==> src/rtl/ccc_pkg.sv <==
// constants, state codes and carriers of the channel chaining controller
// assumes command and status words numbered bit 0 (msb) to bit 63
package ccc_pkg;

  // ******************************
  // command word layout
  // ******************************
  localparam int WORD_W    = 64;
  localparam int P_CMD_LO  = 0;
  localparam int P_CMD_HI  = 7;
  localparam int P_ADDR_LO = 8;
  localparam int P_ADDR_HI = 31;
  localparam int P_CD      = 32;
  localparam int P_CC      = 33;
  localparam int P_SLI     = 34;
  localparam int P_SK      = 35;
  localparam int P_CNT_LO  = 48;
  localparam int P_CNT_HI  = 63;

  // command code classes (low nibble of the code; read uses the low two bits)
  localparam logic [3:0] CMD_BRANCH   = 4'h8;
  localparam logic [3:0] CMD_SENSE    = 4'h4;
  localparam logic [3:0] CMD_READ_BWD = 4'hC;
  localparam logic [1:0] CMD_READ     = 2'h2;

  // ******************************
  // status word layout
  // ******************************
  localparam int P_DS_SM  = 33;
  localparam int P_DS_CE  = 36;
  localparam int P_DS_DE  = 37;
  localparam int P_WL     = 41;
  localparam int P_PC     = 42;
  localparam int P_CCK    = 43;

  localparam logic [1:0]  COND_NONE = 2'h0;
  localparam logic [1:0]  COND_IMM  = 2'h1;
  localparam logic [23:0] WORD_STEP = 24'h000008;

  // ******************************
  // apb register map
  // ******************************
  localparam logic [7:0] REG_CAW  = 8'h00;
  localparam logic [7:0] REG_CTRL = 8'h04;
  localparam logic [7:0] REG_STAT = 8'h08;
  localparam logic [7:0] REG_SWH  = 8'h0C;
  localparam logic [7:0] REG_SWL  = 8'h10;
  localparam logic [7:0] REG_NEXT = 8'h14;
  localparam int         CTRL_START = 0;

  // ******************************
  // types
  // ******************************
  typedef enum logic [6:0] {
    ST_IDLE   = 7'h01,
    ST_FETCH  = 7'h02,
    ST_CHECK  = 7'h04,
    ST_ACTIVE = 7'h08,
    ST_WAIT_DE = 7'h10,
    ST_TERM   = 7'h20,
    ST_DONE   = 7'h40
  } ccc_state_t;

  typedef struct packed {
    logic svc_in;
    logic sts_in;
    logic ce;
    logic de;
    logic sm;
  } ccc_pins_t;

  typedef struct packed {
    logic cd;
    logic cc;
    logic length_suppress_flag;
    logic sk;
  } ccc_flags_t;

endpackage

==> src/rtl/ccc_chain_ctrl.sv <==
// channel program chaining controller: fetches command words, runs chaining
// decisions, drives the device terminate response and builds status words
// assumes apb master on clk, storage fetch port on clk, device pins async
// Operation
// - latch chain flags bits 32/33 as each new word is loaded
// - immediate first-word end writes status, code 01
// - terminate by command-out; active until channel end
// - wrong length sets status bit 41
// - command chain fetches after device end
// - data chain fetches at once on exhaustion
// - ignore service while new word is checked
// - zero count in new word: program check
// - immediate: chain only cc without cd
// - exhausted, device active: chain or terminate
// - ending status: chain, end, wrong length
// - branch word address becomes next fetch address
// - first word errors on branch terminate
// - branch ignores second word errors
// - branch to branch: program check, pending
// - branch as first word aborts, program check
// - skip flag blocks input storage writes
// - skip flag ignored for output
// - no storage or parity error while skipping
// - status modifier skips one command word
`timescale 1ns/1ns
module ccc_chain_ctrl
  import ccc_pkg::*;
#(
  parameter int ADDR_W = 24,
  parameter int CNT_W  = 16
)(
  // clock and reset
  input  wire logic              clk,
  input  wire logic              rst_n,
  // apb slave
  input  wire logic [7:0]        paddr,
  input  wire logic              psel,
  input  wire logic              penable,
  input  wire logic              pwrite,
  input  wire logic [31:0]       pwdata,
  output logic      [31:0]       prdata,
  output logic                   pready,
  output logic                   pslverr,
  // command word fetch port
  output logic                   fetch_req,
  output logic      [ADDR_W-1:0] fetch_addr,
  input  wire logic              fetch_ack,
  input  wire logic [0:63]       fetch_word,
  input  wire logic              fetch_err_first,
  input  wire logic              fetch_err_second,
  // data transfer port
  output logic                   data_strobe,
  output logic                   store_en,
  output logic      [ADDR_W-1:0] data_addr,
  input  wire logic              stor_err,
  input  wire logic              parity_err,
  output logic                   stor_err_rpt,
  output logic                   parity_err_rpt,
  // device side
  input  wire ccc_pins_t         dev_pins,
  input  wire logic              op_immediate,
  output logic                   cmd_out
);

  // ******************************
  // pin synchronisers
  // ******************************
  ccc_pins_t pins_s1;
  ccc_pins_t pins_s2;
  logic      svc_d;
  logic      sts_d;
  always_ff @(posedge clk)
  begin
    if (!rst_n)
    begin
      pins_s1 <= '0;
      pins_s2 <= '0;
      svc_d   <= 1'b0;
      sts_d   <= 1'b0;
    end
    else
    begin
      pins_s1 <= dev_pins;
      pins_s2 <= pins_s1;
      svc_d   <= pins_s2.svc_in;
      sts_d   <= pins_s2.sts_in;
    end
  end
  logic svc_pulse;
  logic sts_pulse;
  assign svc_pulse = pins_s2.svc_in & ~svc_d;
  assign sts_pulse = pins_s2.sts_in & ~sts_d;

  // ******************************
  // state and decision
  // ******************************
  ccc_state_t       state;
  ccc_state_t       next_state;
  ccc_flags_t       flags;
  logic [0:63]      cw;
  logic             e_first;
  logic             e_second;
  logic [CNT_W-1:0] count;
  logic             dir_in;
  logic             first;
  logic             prev_branch;
  logic             start;
  logic             cw_branch;
  logic             exh;
  logic             load_cw;
  logic             take_branch;
  logic             cmd_chain;
  logic             set_wl;
  logic             set_pc;
  logic             set_cck;
  logic             imm_end;
  logic             fault_end;

  assign cw_branch = (cw[4:7] == CMD_BRANCH);
  assign exh       = (count == '0);

  always_comb
  begin
    next_state  = state;
    load_cw     = 1'b0;
    take_branch = 1'b0;
    cmd_chain   = 1'b0;
    set_wl      = 1'b0;
    set_pc      = 1'b0;
    set_cck     = 1'b0;
    imm_end     = 1'b0;
    fault_end   = 1'b0;
    case (state)
      ST_IDLE, ST_DONE:
        if (start)
          next_state = ST_FETCH;
      ST_FETCH:
        if (fetch_ack)
          next_state = ST_CHECK;
      ST_CHECK:
        if (e_first)
        begin
          set_cck   = 1'b1;
          fault_end = 1'b1;
        end
        else if (cw_branch && (first || prev_branch))
        begin
          set_pc    = 1'b1;
          fault_end = 1'b1;
        end
        else if (cw_branch)
        begin
          take_branch = 1'b1;
          next_state  = ST_FETCH;
        end
        else if (e_second)
        begin
          set_cck   = 1'b1;
          fault_end = 1'b1;
        end
        else if (cw[P_CNT_LO:P_CNT_HI] == '0)
        begin
          set_pc    = 1'b1;
          fault_end = 1'b1;
        end
        else
        begin
          load_cw    = 1'b1;
          next_state = ST_ACTIVE;
        end
      ST_ACTIVE:
        if (sts_pulse && pins_s2.ce)
        begin
          if (op_immediate)
            cmd_chain = flags.cc & ~flags.cd;
          else if (exh)
            cmd_chain = flags.cc & ~flags.cd;
          else
          begin
            cmd_chain = flags.cc & flags.length_suppress_flag & ~flags.cd;
            set_wl    = ~(flags.length_suppress_flag & ~flags.cd);
          end
          imm_end = op_immediate & first & ~cmd_chain;
          if (cmd_chain)
            next_state = pins_s2.de ? ST_FETCH : ST_WAIT_DE;
          else
            next_state = ST_DONE;
        end
        else if (exh && !op_immediate && flags.cd)
          next_state = ST_FETCH;
        else if (exh && !op_immediate && svc_pulse)
        begin
          // device still asks for data after the count ran out
          if (flags.cc && flags.length_suppress_flag)
            next_state = ST_WAIT_DE;
          else
          begin
            set_wl     = ~flags.length_suppress_flag;
            next_state = ST_TERM;
          end
        end
      ST_WAIT_DE:
        if (sts_pulse && pins_s2.de)
        begin
          cmd_chain  = 1'b1;
          next_state = ST_FETCH;
        end
      ST_TERM:
        if (sts_pulse && pins_s2.ce)
          next_state = ST_DONE;
      default:
        next_state = ST_IDLE;
    endcase
    if (fault_end)
      next_state = (flags.cd && !first) ? ST_TERM : ST_DONE;
  end

  always_ff @(posedge clk)
  begin
    if (!rst_n)
      state <= ST_IDLE;
    else
      state <= next_state;
  end

  // ******************************
  // command word capture and chain flags
  // ******************************
  always_ff @(posedge clk)
  begin
    if (!rst_n)
    begin
      cw       <= '0;
      e_first  <= 1'b0;
      e_second <= 1'b0;
    end
    else if (state == ST_FETCH && fetch_ack)
    begin
      cw       <= fetch_word;
      e_first  <= fetch_err_first;
      e_second <= fetch_err_second;
    end
  end

  always_ff @(posedge clk)
  begin
    if (!rst_n)
    begin
      flags  <= '0;
      dir_in <= 1'b0;
    end
    else if (load_cw)
    begin
      flags <= '{cd: cw[P_CD], cc: cw[P_CC], length_suppress_flag: cw[P_SLI], sk: cw[P_SK]};
      if (!(state == ST_CHECK && flags.cd && !first))
        dir_in <= (cw[6:7] == CMD_READ) || (cw[4:7] == CMD_SENSE) || (cw[4:7] == CMD_READ_BWD);
    end
  end

  always_ff @(posedge clk)
  begin
    if (!rst_n)
    begin
      first       <= 1'b0;
      prev_branch <= 1'b0;
    end
    else if (start && (state == ST_IDLE || state == ST_DONE))
    begin
      first       <= 1'b1;
      prev_branch <= 1'b0;
    end
    else if (take_branch)
      prev_branch <= 1'b1;
    else if (load_cw)
      prev_branch <= 1'b0;
    else if (state == ST_ACTIVE && next_state == ST_FETCH)
      first <= 1'b0;
    else if (state == ST_WAIT_DE && next_state == ST_FETCH)
      first <= 1'b0;
  end

  // ******************************
  // addresses and byte count
  // ******************************
  logic [ADDR_W-1:0] caw;
  always_ff @(posedge clk)
  begin
    if (!rst_n)
      fetch_addr <= '0;
    else if (start && (state == ST_IDLE || state == ST_DONE))
      fetch_addr <= caw;
    else if (take_branch)
      fetch_addr <= cw[P_ADDR_LO:P_ADDR_HI];
    else if (load_cw)
      fetch_addr <= fetch_addr + WORD_STEP;
    else if (cmd_chain && pins_s2.de && pins_s2.sm)
      fetch_addr <= fetch_addr + WORD_STEP;
  end

  always_ff @(posedge clk)
  begin
    if (!rst_n)
    begin
      count     <= '0;
      data_addr <= '0;
    end
    else if (load_cw)
    begin
      count     <= cw[P_CNT_LO:P_CNT_HI];
      data_addr <= cw[P_ADDR_LO:P_ADDR_HI];
    end
    else if (state == ST_ACTIVE && svc_pulse && !exh)
    begin
      count     <= count - 1'b1;
      data_addr <= data_addr + 1'b1;
    end
  end

  // ******************************
  // data strobes and error masking
  // ******************************
  always_ff @(posedge clk)
  begin
    if (!rst_n)
    begin
      data_strobe    <= 1'b0;
      store_en       <= 1'b0;
      stor_err_rpt   <= 1'b0;
      parity_err_rpt <= 1'b0;
    end
    else
    begin
      data_strobe    <= (state == ST_ACTIVE) && svc_pulse && !exh && next_state == ST_ACTIVE;
      store_en       <= (state == ST_ACTIVE) && svc_pulse && !exh && dir_in && !flags.sk;
      stor_err_rpt   <= stor_err && !(dir_in && flags.sk);
      parity_err_rpt <= parity_err && !(dir_in && flags.sk);
    end
  end

  // ******************************
  // terminate response
  // ******************************
  always_ff @(posedge clk)
  begin
    if (!rst_n)
      cmd_out <= 1'b0;
    else
      cmd_out <= svc_pulse && (state == ST_TERM || (state == ST_ACTIVE && next_state == ST_TERM));
  end

  // ******************************
  // status word and condition code
  // ******************************
  logic        sub_wl;
  logic        sub_pc;
  logic        sub_cck;
  logic [0:63] sw;
  logic [1:0]  cond_code;
  always_ff @(posedge clk)
  begin
    if (!rst_n)
    begin
      sub_wl  <= 1'b0;
      sub_pc  <= 1'b0;
      sub_cck <= 1'b0;
    end
    else if (start && (state == ST_IDLE || state == ST_DONE))
    begin
      sub_wl  <= 1'b0;
      sub_pc  <= 1'b0;
      sub_cck <= 1'b0;
    end
    else
    begin
      sub_wl  <= sub_wl | set_wl;
      sub_pc  <= sub_pc | set_pc;
      sub_cck <= sub_cck | set_cck;
    end
  end

  always_ff @(posedge clk)
  begin
    if (!rst_n)
    begin
      sw        <= '0;
      cond_code <= COND_NONE;
    end
    else if (next_state == ST_DONE && state != ST_DONE)
    begin
      sw                      <= '0;
      sw[P_ADDR_LO:P_ADDR_HI] <= fetch_addr;
      sw[P_DS_SM]             <= pins_s2.sm;
      sw[P_DS_CE]             <= pins_s2.ce;
      sw[P_DS_DE]             <= pins_s2.de;
      sw[P_WL]                <= sub_wl | set_wl;
      sw[P_PC]                <= sub_pc | set_pc;
      sw[P_CCK]               <= sub_cck | set_cck;
      sw[P_CNT_LO:P_CNT_HI]   <= count;
      cond_code               <= (imm_end || (first && set_pc)) ? COND_IMM : COND_NONE;
    end
  end

  // ******************************
  // apb slave
  // ******************************
  logic setup;
  logic wr_acc;
  assign setup  = psel && !penable;
  assign wr_acc = psel && penable && pwrite;
  assign pready = 1'b1;
  assign start  = wr_acc && paddr == REG_CTRL && pwdata[CTRL_START];

  always_ff @(posedge clk)
  begin
    if (!rst_n)
      caw <= '0;
    else if (wr_acc && paddr == REG_CAW)
      caw <= pwdata[ADDR_W-1:0];
  end

  always_ff @(posedge clk)
  begin
    if (!rst_n)
    begin
      prdata  <= '0;
      pslverr <= 1'b0;
    end
    else if (setup)
    begin
      pslverr <= 1'b0;
      if (paddr == REG_CAW)
        prdata <= 32'(caw);
      else if (paddr == REG_CTRL)
        prdata <= 32'(state != ST_IDLE && state != ST_DONE);
      else if (paddr == REG_STAT)
        prdata <= {16'h0000, flags, 2'b00, cond_code, 1'b0, state};
      else if (paddr == REG_SWH)
        prdata <= sw[0:31];
      else if (paddr == REG_SWL)
        prdata <= sw[32:63];
      else if (paddr == REG_NEXT)
        prdata <= 32'(fetch_addr);
      else
      begin
        prdata  <= '0;
        pslverr <= 1'b1;
      end
    end
  end

  assign fetch_req = (state == ST_FETCH);

  // ******************************
  // checks
  // ******************************
  a_imm_code: assert property (@(posedge clk) disable iff (!rst_n)
    imm_end |=> cond_code == COND_IMM && state == ST_DONE)
    else $error("immediate end without code 01");
  a_term_resp: assert property (@(posedge clk) disable iff (!rst_n)
    state == ST_TERM && svc_pulse |=> cmd_out)
    else $error("service-in not answered by command-out");
  a_wl_status: assert property (@(posedge clk) disable iff (!rst_n)
    set_wl && next_state == ST_DONE |=> sw[P_WL])
    else $error("wrong length bit missing");
  a_cc_waits: assert property (@(posedge clk) disable iff (!rst_n)
    state == ST_WAIT_DE && !(sts_pulse && pins_s2.de) |=> state == ST_WAIT_DE)
    else $error("command chain fetched before device end");
  a_dc_fetch: assert property (@(posedge clk) disable iff (!rst_n)
    state == ST_ACTIVE && exh && !sts_pulse && !op_immediate && flags.cd |=> fetch_req)
    else $error("data chain fetch delayed");
  a_no_strobe: assert property (@(posedge clk) disable iff (!rst_n)
    state != ST_ACTIVE |=> !data_strobe && !store_en)
    else $error("service taken outside active transfer");
  a_zero_cnt: assert property (@(posedge clk) disable iff (!rst_n)
    state == ST_CHECK && !e_first && !cw_branch && !e_second && cw[P_CNT_LO:P_CNT_HI] == '0
    |=> state != ST_ACTIVE ##1 sub_pc)
    else $error("zero count not a program check");
  a_branch_addr: assert property (@(posedge clk) disable iff (!rst_n)
    take_branch |=> fetch_req && fetch_addr == $past(cw[P_ADDR_LO:P_ADDR_HI]))
    else $error("branch address not used");
  a_skip_store: assert property (@(posedge clk) disable iff (!rst_n)
    flags.sk && dir_in |=> !store_en && !stor_err_rpt && !parity_err_rpt)
    else $error("skip flag did not block storage");
  a_flags_hold: assert property (@(posedge clk) disable iff (!rst_n)
    !load_cw |=> $stable(flags))
    else $error("flags changed mid operation");

endmodule

==> config.mk <==
export PLATFORM = sky130hd
export DESIGN_NAME = ccc_chain_ctrl
export DESIGN_NICKNAME = d
export VERILOG_FILES = /design/src/rtl/ccc_pkg.sv /design/src/rtl/ccc_chain_ctrl.sv
export SDC_FILE = /design/constraint.sdc
export NUM_CORES = 1
export LEC_CHECK = 0
export BUFFER_PORTS_ARGS = -buffer_cell sky130_fd_sc_hd__buf_2
export CAP_MARGIN = 5
export CORE_AREA = 3 3 106 209
export DETAILED_ROUTE_END_ITERATION = 6
export DIE_AREA = 0 0 109 212
export MAX_ROUTING_LAYER = met4
export PLACE_DENSITY = 0.77
export SETUP_SLACK_MARGIN = 0.05
export SLEW_MARGIN = 10
export SYNTH_ARGS = -nofsm -noshare
export SYNTH_HDL_FRONTEND = slang
export SYNTH_SLANG_ARGS = --single-unit
==> constraint.sdc <==
create_clock -name clk -period 6.1 [get_ports clk]
set_input_delay 0.915 -clock clk [delete_from_list [all_inputs] [get_ports clk]]
set_output_delay 0.915 -clock clk [all_outputs]
set_load 0.02 [all_outputs]
; ---- Word level (Yosys, flattened, before mapping)
; Index checks and enable logic that the tools add are counted.
[totals]
ff_bits = 265
inputBits = 120
out_inout_bits = 88
wordCells = 231
[classes]
n_addsub = 3
eq_ne = 24
mux = 88
n_bitwise = 19
reduce_logical = 58
[ops]
columns = cell, n
row1 = $mux 24, 7
row2 = $mux 31, 5
row3 = $mux 7, 15
row4 = $mux 1, 55
row5 = $pmux 7 s6, 1
row6 = $logic_and 1x1->1, 35
row7 = $logic_not 16->1, 2
row8 = $mux 16, 2
row9 = $add 24x1->24 const B, 1
row10 = $add 24x4->24 const B, 1
row11 = $eq 8x4->1 const B, 2
row12 = $eq 8x5->1 const B, 2
row13 = $sub 16x1->16 const B, 1
row14 = $eq 7x2->1 const B, 2
row15 = $eq 7x4->1 const B, 2
row16 = $eq 7x6->1 const B, 2
row17 = $eq 7x7->1 const B, 2
row18 = $and 1x1->1, 8
row19 = $eq 4x4->1 const B, 2
row20 = $eq 8x3->1 const B, 1
row21 = $logic_not 8->1, 1
row22 = $not 1->1, 8
row23 = $eq 7x1->1 const B, 1
row24 = $eq 7x3->1 const B, 1
row25 = 18 further kinds, 33

; ---- Depth between registers and ports, before layout
; Gate-level depths: netlist (run 1).
[logic_depth]
ltp_word = 17
mapped_depth = 11
mapped_depth_nobuf = 8

; ---- Worst setup path before layout (run 1)
; OpenSTA, ideal clock, no wires.
[synth_path]
path_kind = in2reg
from = in paddr[3]
to = reg caw[10]
setup_time_ns = 0.070
arrival_time_ns = 2.833
required_time_ns = 6.030
slack_ns = 3.197
cell_stages = 7
n_path_buf = 2
cell_sequence = or4_1 > nor3_1 > and2_0 > clkbuf_1 > clkbuf_1 > nand2_1 > a21oi_1
[synth_via]
elab_chain_len = 2
[synth_rtl]
columns = item, line_no
row1 = from (decl), ccc_chain_ctrl.sv:36  ; input wire logic [7:0] paddr,
row2 = $logic_not 8->1, ccc_chain_ctrl.sv:417  ; else if (wr_acc && paddr == REG_CAW)
row3 = $logic_and 1x1->1, ccc_chain_ctrl.sv:417
row4 = to (signal assigned), ccc_chain_ctrl.sv:418  ; caw <= pwdata[ADDR_W-1:0];
row5 = to (decl), ccc_chain_ctrl.sv:285  ; logic [ADDR_W-1:0] caw;
; No other way between the ends.
; A chain may end at the register's enable or synchronous reset.

; ---- Worst setup path in the final report (run 1)
[layout_path]
from = reg count[6]
to = reg fetch_addr[4]
[layout_via]
elab_chain_len = 10
[layout_rtl]
columns = item, line_no
row1 = from (decl), ccc_chain_ctrl.sv:103  ; logic [CNT_W-1:0] count;
row2 = from (signal assigned), ccc_chain_ctrl.sv:309  ; count <= cw[P_CNT_LO:P_CNT_HI];
row3 = from (signal assigned), ccc_chain_ctrl.sv:314  ; count <= count - 1'b1;
row4 = $logic_not 16->1, ccc_chain_ctrl.sv:120  ; assign exh = (count == '0);
row5 = $mux 1, ccc_chain_ctrl.sv:176  ; else if (exh)
row6 = $mux 1, ccc_chain_ctrl.sv:174  ; if (op_immediate)
row7 = $mux 1, ccc_chain_ctrl.sv:172  ; if (sts_pulse && pins_s2.ce)
row8 = $mux 1, ccc_chain_ctrl.sv:133  ; case (state)
row9 = $mux 1, ccc_chain_ctrl.sv:172
row10 = $pmux 1 s2, ccc_chain_ctrl.sv:133
row11 = $logic_and 1x1->1 (2 in a row), ccc_chain_ctrl.sv:296  ; else if (cmd_chain && pins_s2.de && pins_s2.sm)
row12 = $reduce_bool 4->1 (no source line), -
row13 = to (signal assigned), ccc_chain_ctrl.sv:293  ; fetch_addr <= cw[P_ADDR_LO:P_ADDR_HI];
row14 = to (signal assigned), ccc_chain_ctrl.sv:295  ; fetch_addr <= fetch_addr + WORD_STEP;
row15 = to (signal assigned), ccc_chain_ctrl.sv:297  ; fetch_addr <= fetch_addr + WORD_STEP;
row16 = to (decl), ccc_chain_ctrl.sv:46  ; output logic [ADDR_W-1:0] fetch_addr,
; No other way between the ends. The select of a mux whose other input is x is not followed.

==> impl_metrics.env, run 1 <==
export IMPL_cts_buffers=22
export IMPL_area_growth_pct=13.63
export IMPL_grt_start_max_net_pins=114
export IMPL_post_synth_num_cell_types=73
export IMPL_ys_flop_type="sky130_fd_sc_hd__dfxtp_1"
export IMPL_grt_setup_unrepaired="false"
export IMPL_final_setup_viol_count=0
export IMPL_grt_antenna_before_repair=0
export IMPL_ys_async_sr_fraction=0
export IMPL_cts_setup_buffers=0
export IMPL_num_vias=11170
export IMPL_synth_top_area_frac=0.4404
export IMPL_synth_avg_cell_area_sq_um=7.991
export IMPL_root_buf_cell="sky130_fd_sc_hd__clkbuf_16"
export IMPL_drcViolationCount=0
export IMPL_layout_commonest_cell="sky130_fd_sc_hd__nand2_1"
export IMPL_synth_cell_area_sq_mm=0.01123
export IMPL_cts_resized=0
export IMPL_synth_yosys_warnings=0
export IMPL_detail_route_first_pass_iterations=6
export IMPL_dp_final_hpwl_um=26290
export IMPL_final_period_minus_worst_setup_slack_ns=3.711
export IMPL_initial_core_utilization=0.5438
export IMPL_min_path_cells=1
export IMPL_cts_hold_buffers_added=0
export IMPL_nNetsFinal=1630
export IMPL_groute_usage_overall=0.3207
export IMPL_status="completed"
export IMPL_timing_reg2reg_worst_path_depth=6
export IMPL_cp_cell_sequence="nor4_1, nand4_1, a211oi_1, nand3_1, nand2_2, a311oi_1"
export IMPL_gp_congestion=0.9830
export IMPL_synth_cells=1405
export IMPL_clock_tree_from_tritoncts="yes"
export IMPL_cts_reportedPaths_clkPinSlew_ns=0.07
export IMPL_clkSinkCount=247
export IMPL_setup_tns_ns=0
export IMPL_ports=208
export IMPL_fin_crit_sh=0.6084
export IMPL_dpl_cell_area_sq_mm=0.01207
export IMPL_antenna_cells_inserted=0
export IMPL_floorplan_die_height_um=212
export IMPL_clock_latency_ns=0.51
export IMPL_antenna_violating_nets_post_route=0
export IMPL_worst_ep_arrival_time_ns=4.06
export IMPL_max_stage_delay_ns=0.71
export IMPL_finalHoldViolations=0
export IMPL_maximum_clock_skew_at_final_layout_ns=0.01423
export IMPL_grt_ovfl_total=0
export IMPL_worst_r2r_setup_slack_ns=2.39
export IMPL_drive_gt1_frac=0.1660
export IMPL_mostFrequentLayoutCells="sky130_fd_sc_hd__nand2_1, sky130_fd_sc_hd__dfxtp_1, sky130_fd_sc_hd__buf_2"
export IMPL_max_slew_margin=0.1963
export IMPL_power_density_mw_per_mm2=245.9
export IMPL_power_ir_vdd_worst_uv=206.2
export IMPL_leakagePower_nw=4.623
export IMPL_fp_dieArea_sq_mm=0.02311
export IMPL_dieWidth_um=109
export IMPL_max_slew_worst_pin_slew_ns=1.205
export IMPL_clk_buf_depth=3
export IMPL_holdCritPathClass="flop to flop"
export IMPL_timing_max_cap_violations=0
export IMPL_cts_max_level=1
export IMPL_critPathKind="flop to flop"
export IMPL_crit_path_max_fanout=13
export IMPL_final_design_area_no_fill_sq_mm=0.01276
export IMPL_setup_worst_path_end_class="flop"
export IMPL_synth_area_leaders="sky130_fd_sc_hd__dfxtp_1, sky130_fd_sc_hd__nand2_1, sky130_fd_sc_hd__a21oi_1"
export IMPL_rows=74
export IMPL_synth_sequential_area_ratio=0.4404
export IMPL_wirelength_um=36840
export IMPL_drv_slew=0
export IMPL_routed_via_density=6.261
export IMPL_achievable_frequency_ghz=0.2695
export IMPL_grt_first_pass_wirelength_um=56480
export IMPL_avgRoutedWirePerCell_um=20.65
export IMPL_timing_critical_path_required_ns=6.45
export IMPL_drt_initial_drc_count=976
export IMPL_worstSetupStartpointType="flop"
export IMPL_via_count_of_the_first_global_routing_pass=10386
export IMPL_synth_ff_latch_count=247
export IMPL_timing_critical_path_slowest_stage_cell="sky130_fd_sc_hd__a211oi_1"
export IMPL_fp_coreArea_sq_mm=0.02065
export IMPL_port_buffers=177
export IMPL_synth_area_leader_cell="sky130_fd_sc_hd__dfxtp_1"
export IMPL_synth_edff_count=0
worst max-delay path: cells and delay by family, from the launching register on:
kind	cells	cell delay [ns]
AOI/OAI and AO/OA	2	0.87
and+or+nand+nor	4	2.29
DFF	1	0.39
Yosys cell counts, drive strengths merged, types with 6 or more instances:
cell type	instances
nand4	20
nand3	95
and2	24
dfxtp	247
clkbuf	88
nor2b	7
a22o	9
nor3b	6
xor2	14
o21ai	80
and3	24
nor2	59
inv	13
o31ai	8
a21oi	164
a221oi	28
and4	7
a22oi	34
mux2i	13
a311oi	6
a211oi	15
buf	30
xnor2	8
nor4	17
nand2	269
nor3	26
o32ai	6
routing by layer:
metal  GRT usage  part of all wire  vias up
met2      0.5384              0.50      563
met4      0.1848             0.064        0
li1            -                 -     5251
met1      0.3657              0.36     5222
met3     0.03342             0.078      134
met5           -                 0        -
kinds of logic (layout without fill, tap and decap cells):
logic type               count (synthesis)  count (layout)  share of synthesized area
AND/OR/NAND/NOR                        582             582                     0.2458
AO/OA/AOI/OAI                          400             400                     0.2259
flip-flops                             247             247                     0.4404
buffers and inverters                  131             240                    0.05004
XOR/XNOR                                22              22                    0.01716
multiplexers                            18              18                    0.01660
adder cells (fa/ha/maj)                  3               3                   0.003344
other                                    2               6                  0.0006689
per-stage QoR:
stage	util	hold slack [ns]	total power, W	instances	setup slack, ns
after floorplan	-	0.4119	0.001749	1409	3.197
after global placement	0.5847	0.4150	0.001809	1749	2.477
after detailed placement	0.5847	0.4235	0.001811	1749	2.439
after CTS	0.6179	0.4387	0.003147	1784	2.568
after global routing	0.6179	0.4420	0.003224	1784	2.260
final	0.6179	0.4359	0.003137	1784	2.389
layout make-up:
| type | instances | area [sq um] |
|---|---|---|
| Clock inverter | 4 | 48.80 |
| Fill cell | 1947 | 7890 |
| Inverter | 13 | 51.30 |
| Timing Repair Buffer | 192 | 1001 |
| Multi-Input combinational cell | 1031 | 5743 |
| Sequential cell | 247 | 4945 |
| Clock buffer | 31 | 635.6 |
| Tap cell | 266 | 332.8 |
final timing paths:
check	start	endpoint
setup / recovery	count[6]$_SDFFE_PN0P_	fetch_addr[4]$_SDFFE_PN0P_
hold / removal	pins_s1[2]$_SDFF_PN0_	pins_s2[2]$_SDFF_PN0_
setup reg to reg	count[6]$_SDFFE_PN0P_	fetch_addr[4]$_SDFFE_PN0P_
hold reg to reg	pins_s1[2]$_SDFF_PN0_	pins_s2[2]$_SDFF_PN0_
sequential cells by signal, indices dropped and copies added (netlist names), 4 cells and up:
name,cells
data_addr,24
sw,46
state,7
cw,48
pins_s2,5
caw,24
prdata,27
pins_s1,5
fetch_addr,24
flags,4
count,16
where the power goes:
part	switching [W]	internal (W)	total, W
combinational	0.0000931	0.0000478	0.000141
clock	0.000595	0.000766	0.00136
sequential	0.00000919	0.00163	0.00164
total	0.000698	0.00244	0.00314
Note: power is estimated with default switching activity, not from simulation.
==> inputs of run 2 (changes only) <==
==> constraint.sdc (replaced) <==
create_clock -name clk -period 3.56 [get_ports clk]
set_input_delay 0.534 -clock clk [delete_from_list [all_inputs] [get_ports clk]]
set_output_delay 0.534 -clock clk [all_outputs]
set_load 0.02 [all_outputs]
==> impl_metrics.env, run 2 (same netlist as run 1, synthesis figures left out) <==
export IMPL_status="completed"
export IMPL_antenna_violating_nets_post_route=0
export IMPL_grt_ovfl_total=0
export IMPL_routed_via_density=6.224
export IMPL_achievable_frequency_ghz=0.3143
export IMPL_cp_top_family="simple AND/OR/NAND/NOR gates"
export IMPL_leakagePower_nw=4.774
export IMPL_num_vias=11290
export IMPL_final_setup_viol_count=0
export IMPL_detail_route_first_pass_iterations=7
export IMPL_clk_buf_depth=3
export IMPL_area_growth_pct=16.10
export IMPL_holdCritPathClass="input port to flop"
export IMPL_mostFrequentLayoutCells="sky130_fd_sc_hd__nand2_1, sky130_fd_sc_hd__dfxtp_1, sky130_fd_sc_hd__buf_2"
export IMPL_fp_coreArea_sq_mm=0.02065
export IMPL_largestRegisters="cw x48, sw x46, prdata x27"
export IMPL_worstPathBufferInverterCount=0
export IMPL_drive_gt1_frac=0.1815
export IMPL_grt_setup_unrepaired="false"
export IMPL_layout_commonest_cell="sky130_fd_sc_hd__nand2_1"
export IMPL_grt_start_max_net_pins=95
export IMPL_worstSetupStartpointType="flop"
export IMPL_setup_tns_ns=0
export IMPL_port_buffers=177
export IMPL_fin_worst_hold_slack_ns=0.2172
export IMPL_floorplan_die_height_um=212
export IMPL_setup_worst_path_end_class="flop"
export IMPL_rows=74
export IMPL_clock_tree_from_tritoncts="yes"
export IMPL_finalHoldViolations=0
export IMPL_cts_reportedPaths_clkPinSlew_ns=0.07
export IMPL_timing_max_cap_violations=0
export IMPL_cts_resized=0
export IMPL_ports=208
export IMPL_critPathKind="flop to flop"
export IMPL_cts_buffers=23
export IMPL_dieWidth_um=109
export IMPL_power_density_mw_per_mm2=427.3
export IMPL_fp_dieArea_sq_mm=0.02311
export IMPL_maximum_clock_skew_at_final_layout_ns=0.01243
export IMPL_cts_max_level=1
export IMPL_drt_initial_drc_count=927
export IMPL_root_buf_cell="sky130_fd_sc_hd__clkbuf_16"
export IMPL_fin_crit_sh=0.8938
export IMPL_drcViolationCount=0
export IMPL_cts_setup_buffers=0
export IMPL_clkSinkCount=247
export IMPL_largest_register_ffs=48
export IMPL_dp_final_hpwl_um=27220
export IMPL_via_count_of_the_first_global_routing_pass=10800
export IMPL_final_period_minus_worst_setup_slack_ns=3.182
export IMPL_max_slew_margin=0.2635
export IMPL_drv_slew=0
export IMPL_initial_core_utilization=0.5438
export IMPL_max_slew_worst_pin_slew_ns=1.105
export IMPL_crit_path_max_fanout=9
export IMPL_timing_critical_path_slowest_stage_cell="sky130_fd_sc_hd__a2111oi_1"
export IMPL_nNetsFinal=1656
export IMPL_groute_usage_overall=0.3302
export IMPL_gp_congestion=0.9933
export IMPL_timing_critical_path_mode_cell="sky130_fd_sc_hd__nand3_1"
export IMPL_clock_latency_ns=0.52
export IMPL_power_ir_vdd_worst_uv=397.7
export IMPL_antenna_cells_inserted=0
export IMPL_grt_antenna_before_repair=0
export IMPL_registers_top_by_ff_count="cw"
export IMPL_grt_first_pass_wirelength_um=58110
export IMPL_timing_critical_path_required_ns=3.99
export IMPL_cp_cell_sequence="nor3b_1, nand3_1, a2111oi_1, nand3_1, xor2_1, a211oi_1"
export IMPL_worst_ep_arrival_time_ns=3.61
export IMPL_max_stage_delay_ns=0.90
export IMPL_wirelength_um=37540
export IMPL_cts_hold_buffers_added=0
export IMPL_avgRoutedWirePerCell_um=20.69
## run 2: changes by cell type in the layout (fill, tap and decap cells not counted), sizes merged
cell | previous run | this run
bufinv | 1 | 3
clkbuf | 31 | 29
inv | 14 | 15
buf | 192 | 217
clkinvlp | 0 | 4
## run 2: per-stage QoR
stage          setup WS (ns)  std cells  utilization  cell area [sq um]  total power (W)
3_5_place_dp          0.5185       1774       0.5950              12290         0.003108
4_1_cts               0.4573       1814       0.6313              13040         0.005593
6_report              0.3781       1814       0.6313              13040         0.005570
5_1_grt               0.1811       1814       0.6313              13040         0.005719
2_1_floorplan         0.9832       1409            -              11240         0.002997
3_3_place_gp          0.5537       1774       0.5950              12290         0.003104
## run 2: per-layer routing
| metal | share of wire | wire length, um | vias to the layer above | track usage |
|---|---|---|---|---|
| met2 | 0.51 | 19150 | 522 | 0.5637 |
| met3 | 0.070 | 2609 | 118 | 0.03829 |
| met5 | 0 | 0 | - | - |
| met4 | 0.060 | 2234 | 0 | 0.1818 |
| met1 | 0.36 | 13540 | 5347 | 0.3695 |
| li1 | - | - | 5303 | - |
## run 2: cell type report
class | instances | area (sq um)
multi-input cells | 1031 | 5743
well taps | 266 | 332.8
inverters | 13 | 51.30
clock buffers | 29 | 598.1
flip-flops and latches | 247 | 4945
fillers | 1884 | 7612
repair buffers | 217 | 1214
clock inverters | 11 | 151.4
## run 2: final timing paths
kind / from / endpoint / slack, ns / cells after the start
setup / recovery: state[3]$_SDFF_PN0_ / data_addr[11]$_SDFFE_PN0P_ / 0.38 / 6
hold / removal: dev_pins[2] / pins_s1[2]$_SDFF_PN0_ / 0.22 / 2
setup reg to reg: state[3]$_SDFF_PN0_ / data_addr[11]$_SDFFE_PN0P_ / 0.38 / 6
hold reg to reg: pins_s1[1]$_SDFF_PN0_ / pins_s2[1]$_SDFF_PN0_ / 0.44 / 1
## run 2: power by group
| part | internal, W | switching, W | total, W |
|---|---|---|---|
| Clock | 0.00142 | 0.00110 | 0.00252 |
| Combinational | 0.0000854 | 0.000163 | 0.000248 |
| Sequential | 0.00279 | 0.0000158 | 0.00280 |
| Total | 0.00429 | 0.00128 | 0.00557 |
==> inputs of run 3 (changes only) <==
--- a/config.mk
+++ b/config.mk
@@ -10,7 +10,6 @@
 export CORE_AREA = 3 3 106 209
 export DETAILED_ROUTE_END_ITERATION = 6
 export DIE_AREA = 0 0 109 212
-export MAX_ROUTING_LAYER = met4
 export PLACE_DENSITY = 0.77
 export SETUP_SLACK_MARGIN = 0.05
 export SLEW_MARGIN = 10
==> impl_metrics.env, run 3 (same netlist as run 1, synthesis figures left out) <==
export IMPL_timing_critical_path_required_ns=3.98
export IMPL_clkSinkCount=247
export IMPL_grt_setup_unrepaired="false"
export IMPL_antenna_violating_nets_post_route=0
export IMPL_drv_slew=0
export IMPL_grt_start_max_net_pins=79
export IMPL_cts_setup_buffers=0
export IMPL_drcViolationCount=0
export IMPL_fp_coreArea_sq_mm=0.02065
export IMPL_via_count_of_the_first_global_routing_pass=10737
export IMPL_avgRoutedWirePerCell_um=20.66
export IMPL_rows=74
export IMPL_status="completed"
export IMPL_grt_ovfl_total=0
export IMPL_registers_top_by_ff_count="cw"
export IMPL_largest_register_ffs=48
export IMPL_postLayoutSetupSlackWorst_ns=0.5994
export IMPL_final_setup_viol_count=0
export IMPL_maximum_clock_skew_at_final_layout_ns=0.01212
export IMPL_max_slew_worst_pin_slew_ns=1.098
export IMPL_num_vias=11234
export IMPL_floorplan_die_height_um=212
export IMPL_cts_reportedPaths_clkPinSlew_ns=0.07
export IMPL_fin_crit_sh=0.8316
export IMPL_grt_antenna_before_repair=0
export IMPL_fp_dieArea_sq_mm=0.02311
export IMPL_wirelength_um=37450
export IMPL_clk_buf_depth=3
export IMPL_dieWidth_um=109
export IMPL_nNetsFinal=1654
export IMPL_setup_worst_path_end_class="flop"
export IMPL_setup_tns_ns=0
export IMPL_holdCritPathClass="input port to flop"
export IMPL_drt_initial_drc_count=982
export IMPL_detail_route_first_pass_iterations=5
export IMPL_groute_usage_overall=0.3157
export IMPL_pre_cts_ws_ns=0.5306
export IMPL_clock_tree_from_tritoncts="yes"
export IMPL_routed_via_density=6.196
export IMPL_power_density_mw_per_mm2=437.4
export IMPL_initial_core_utilization=0.5438
export IMPL_drive_gt1_frac=0.1842
export IMPL_finalHoldViolations=0
export IMPL_cts_max_level=1
export IMPL_gp_congestion=0.9859
export IMPL_cts_buffers=22
export IMPL_timing_max_cap_violations=0
export IMPL_critPathKind="flop to flop"
export IMPL_max_slew_margin=0.2683
export IMPL_leakagePower_nw=4.820
export IMPL_largestRegisters="cw x48, sw x46, prdata x27"
export IMPL_dp_final_hpwl_um=27120
export IMPL_worst_ep_arrival_time_ns=3.38
export IMPL_cts_resized=0
export IMPL_grt_first_pass_wirelength_um=57230
export IMPL_power_ir_vdd_worst_uv=456.6
export IMPL_area_growth_pct=16.83
export IMPL_crit_path_max_fanout=9
export IMPL_antenna_cells_inserted=0
export IMPL_layout_commonest_cell="sky130_fd_sc_hd__nand2_1"
export IMPL_ports=208
export IMPL_root_buf_cell="sky130_fd_sc_hd__clkbuf_16"
export IMPL_final_period_minus_worst_setup_slack_ns=2.961
export IMPL_clock_latency_ns=0.52
export IMPL_achievable_frequency_ghz=0.3378
export IMPL_worstSetupStartpointType="flop"
export IMPL_port_buffers=177
export IMPL_mostFrequentLayoutCells="sky130_fd_sc_hd__nand2_1, sky130_fd_sc_hd__dfxtp_1, sky130_fd_sc_hd__buf_2"
export IMPL_cts_hold_buffers_added=0
==> run 3: path summary, 6_finish.rpt <==
check,slack (ns),startpoint,to,cells after the start
max,0.60,state[3]$_SDFF_PN0_,data_addr[11]$_SDFFE_PN0P_,7
min,0.22,dev_pins[2],pins_s1[2]$_SDFF_PN0_,2
max reg2reg,0.60,state[3]$_SDFF_PN0_,data_addr[11]$_SDFFE_PN0P_,7
min reg2reg,0.43,pins_s1[0]$_SDFF_PN0_,pins_s2[0]$_SDFF_PN0_,1
==> run 3: area by class of cell <==
type                       instances  area (sq um)
clock inverter                    11         177.7
tap                              266         332.8
sequential                       247          4945
timing repair buffer             216          1219
inverter                          13         51.30
fill                            1862          7531
multi-input combinational       1031          5743
clock buffer                      29         648.1
==> run 3: metrics by stage <==
step / area (sq um) / hold slack (ns) / instances / utilization / power, W
after floorplan: 11240 / 0.4119 / 1409 / - / 0.002997
after global placement: 12290 / 0.4157 / 1773 / 0.5953 / 0.003103
after detailed placement: 12290 / 0.4189 / 1773 / 0.5953 / 0.003106
after CTS: 13120 / 0.2041 / 1813 / 0.6353 / 0.005766
after global routing: 13120 / 0.2174 / 1813 / 0.6353 / 0.005891
final: 13120 / 0.2182 / 1813 / 0.6353 / 0.005737
==> run 3: power by group <==
| group | leakage [nW] | switching [W] | total [W] | internal (W) |
|---|---|---|---|---|
| combinational | 2.42 | 0.000161 | 0.000247 | 0.0000854 |
| sequential | 2.00 | 0.0000155 | 0.00280 | 0.00279 |
| clock | 0.400 | 0.00110 | 0.00269 | 0.00159 |
| total | 4.82 | 0.00128 | 0.00574 | 0.00446 |
==> run 3: worst max-delay path, stage by stage (launching register included) <==
cell	delay, ns
sky130_fd_sc_hd__dfxtp_1	0.63
sky130_fd_sc_hd__nor3b_1	0.24
sky130_fd_sc_hd__buf_4	0.17
sky130_fd_sc_hd__nand3_1	0.26
sky130_fd_sc_hd__a2111oi_1	0.95
sky130_fd_sc_hd__nand3_1	0.20
sky130_fd_sc_hd__xor2_1	0.18
sky130_fd_sc_hd__a211oi_1	0.23
==> run 3: routing by layer <==
layer / vias to the layer above / routed length [um] / track usage
met2: 539 / 18780 / 0.5486
met4: 0 / 2647 / 0.2001
met3: 146 / 2628 / 0.03829
met5: - / 0 / 0
li1: 5310 / - / -
met1: 5239 / 13390 / 0.3588
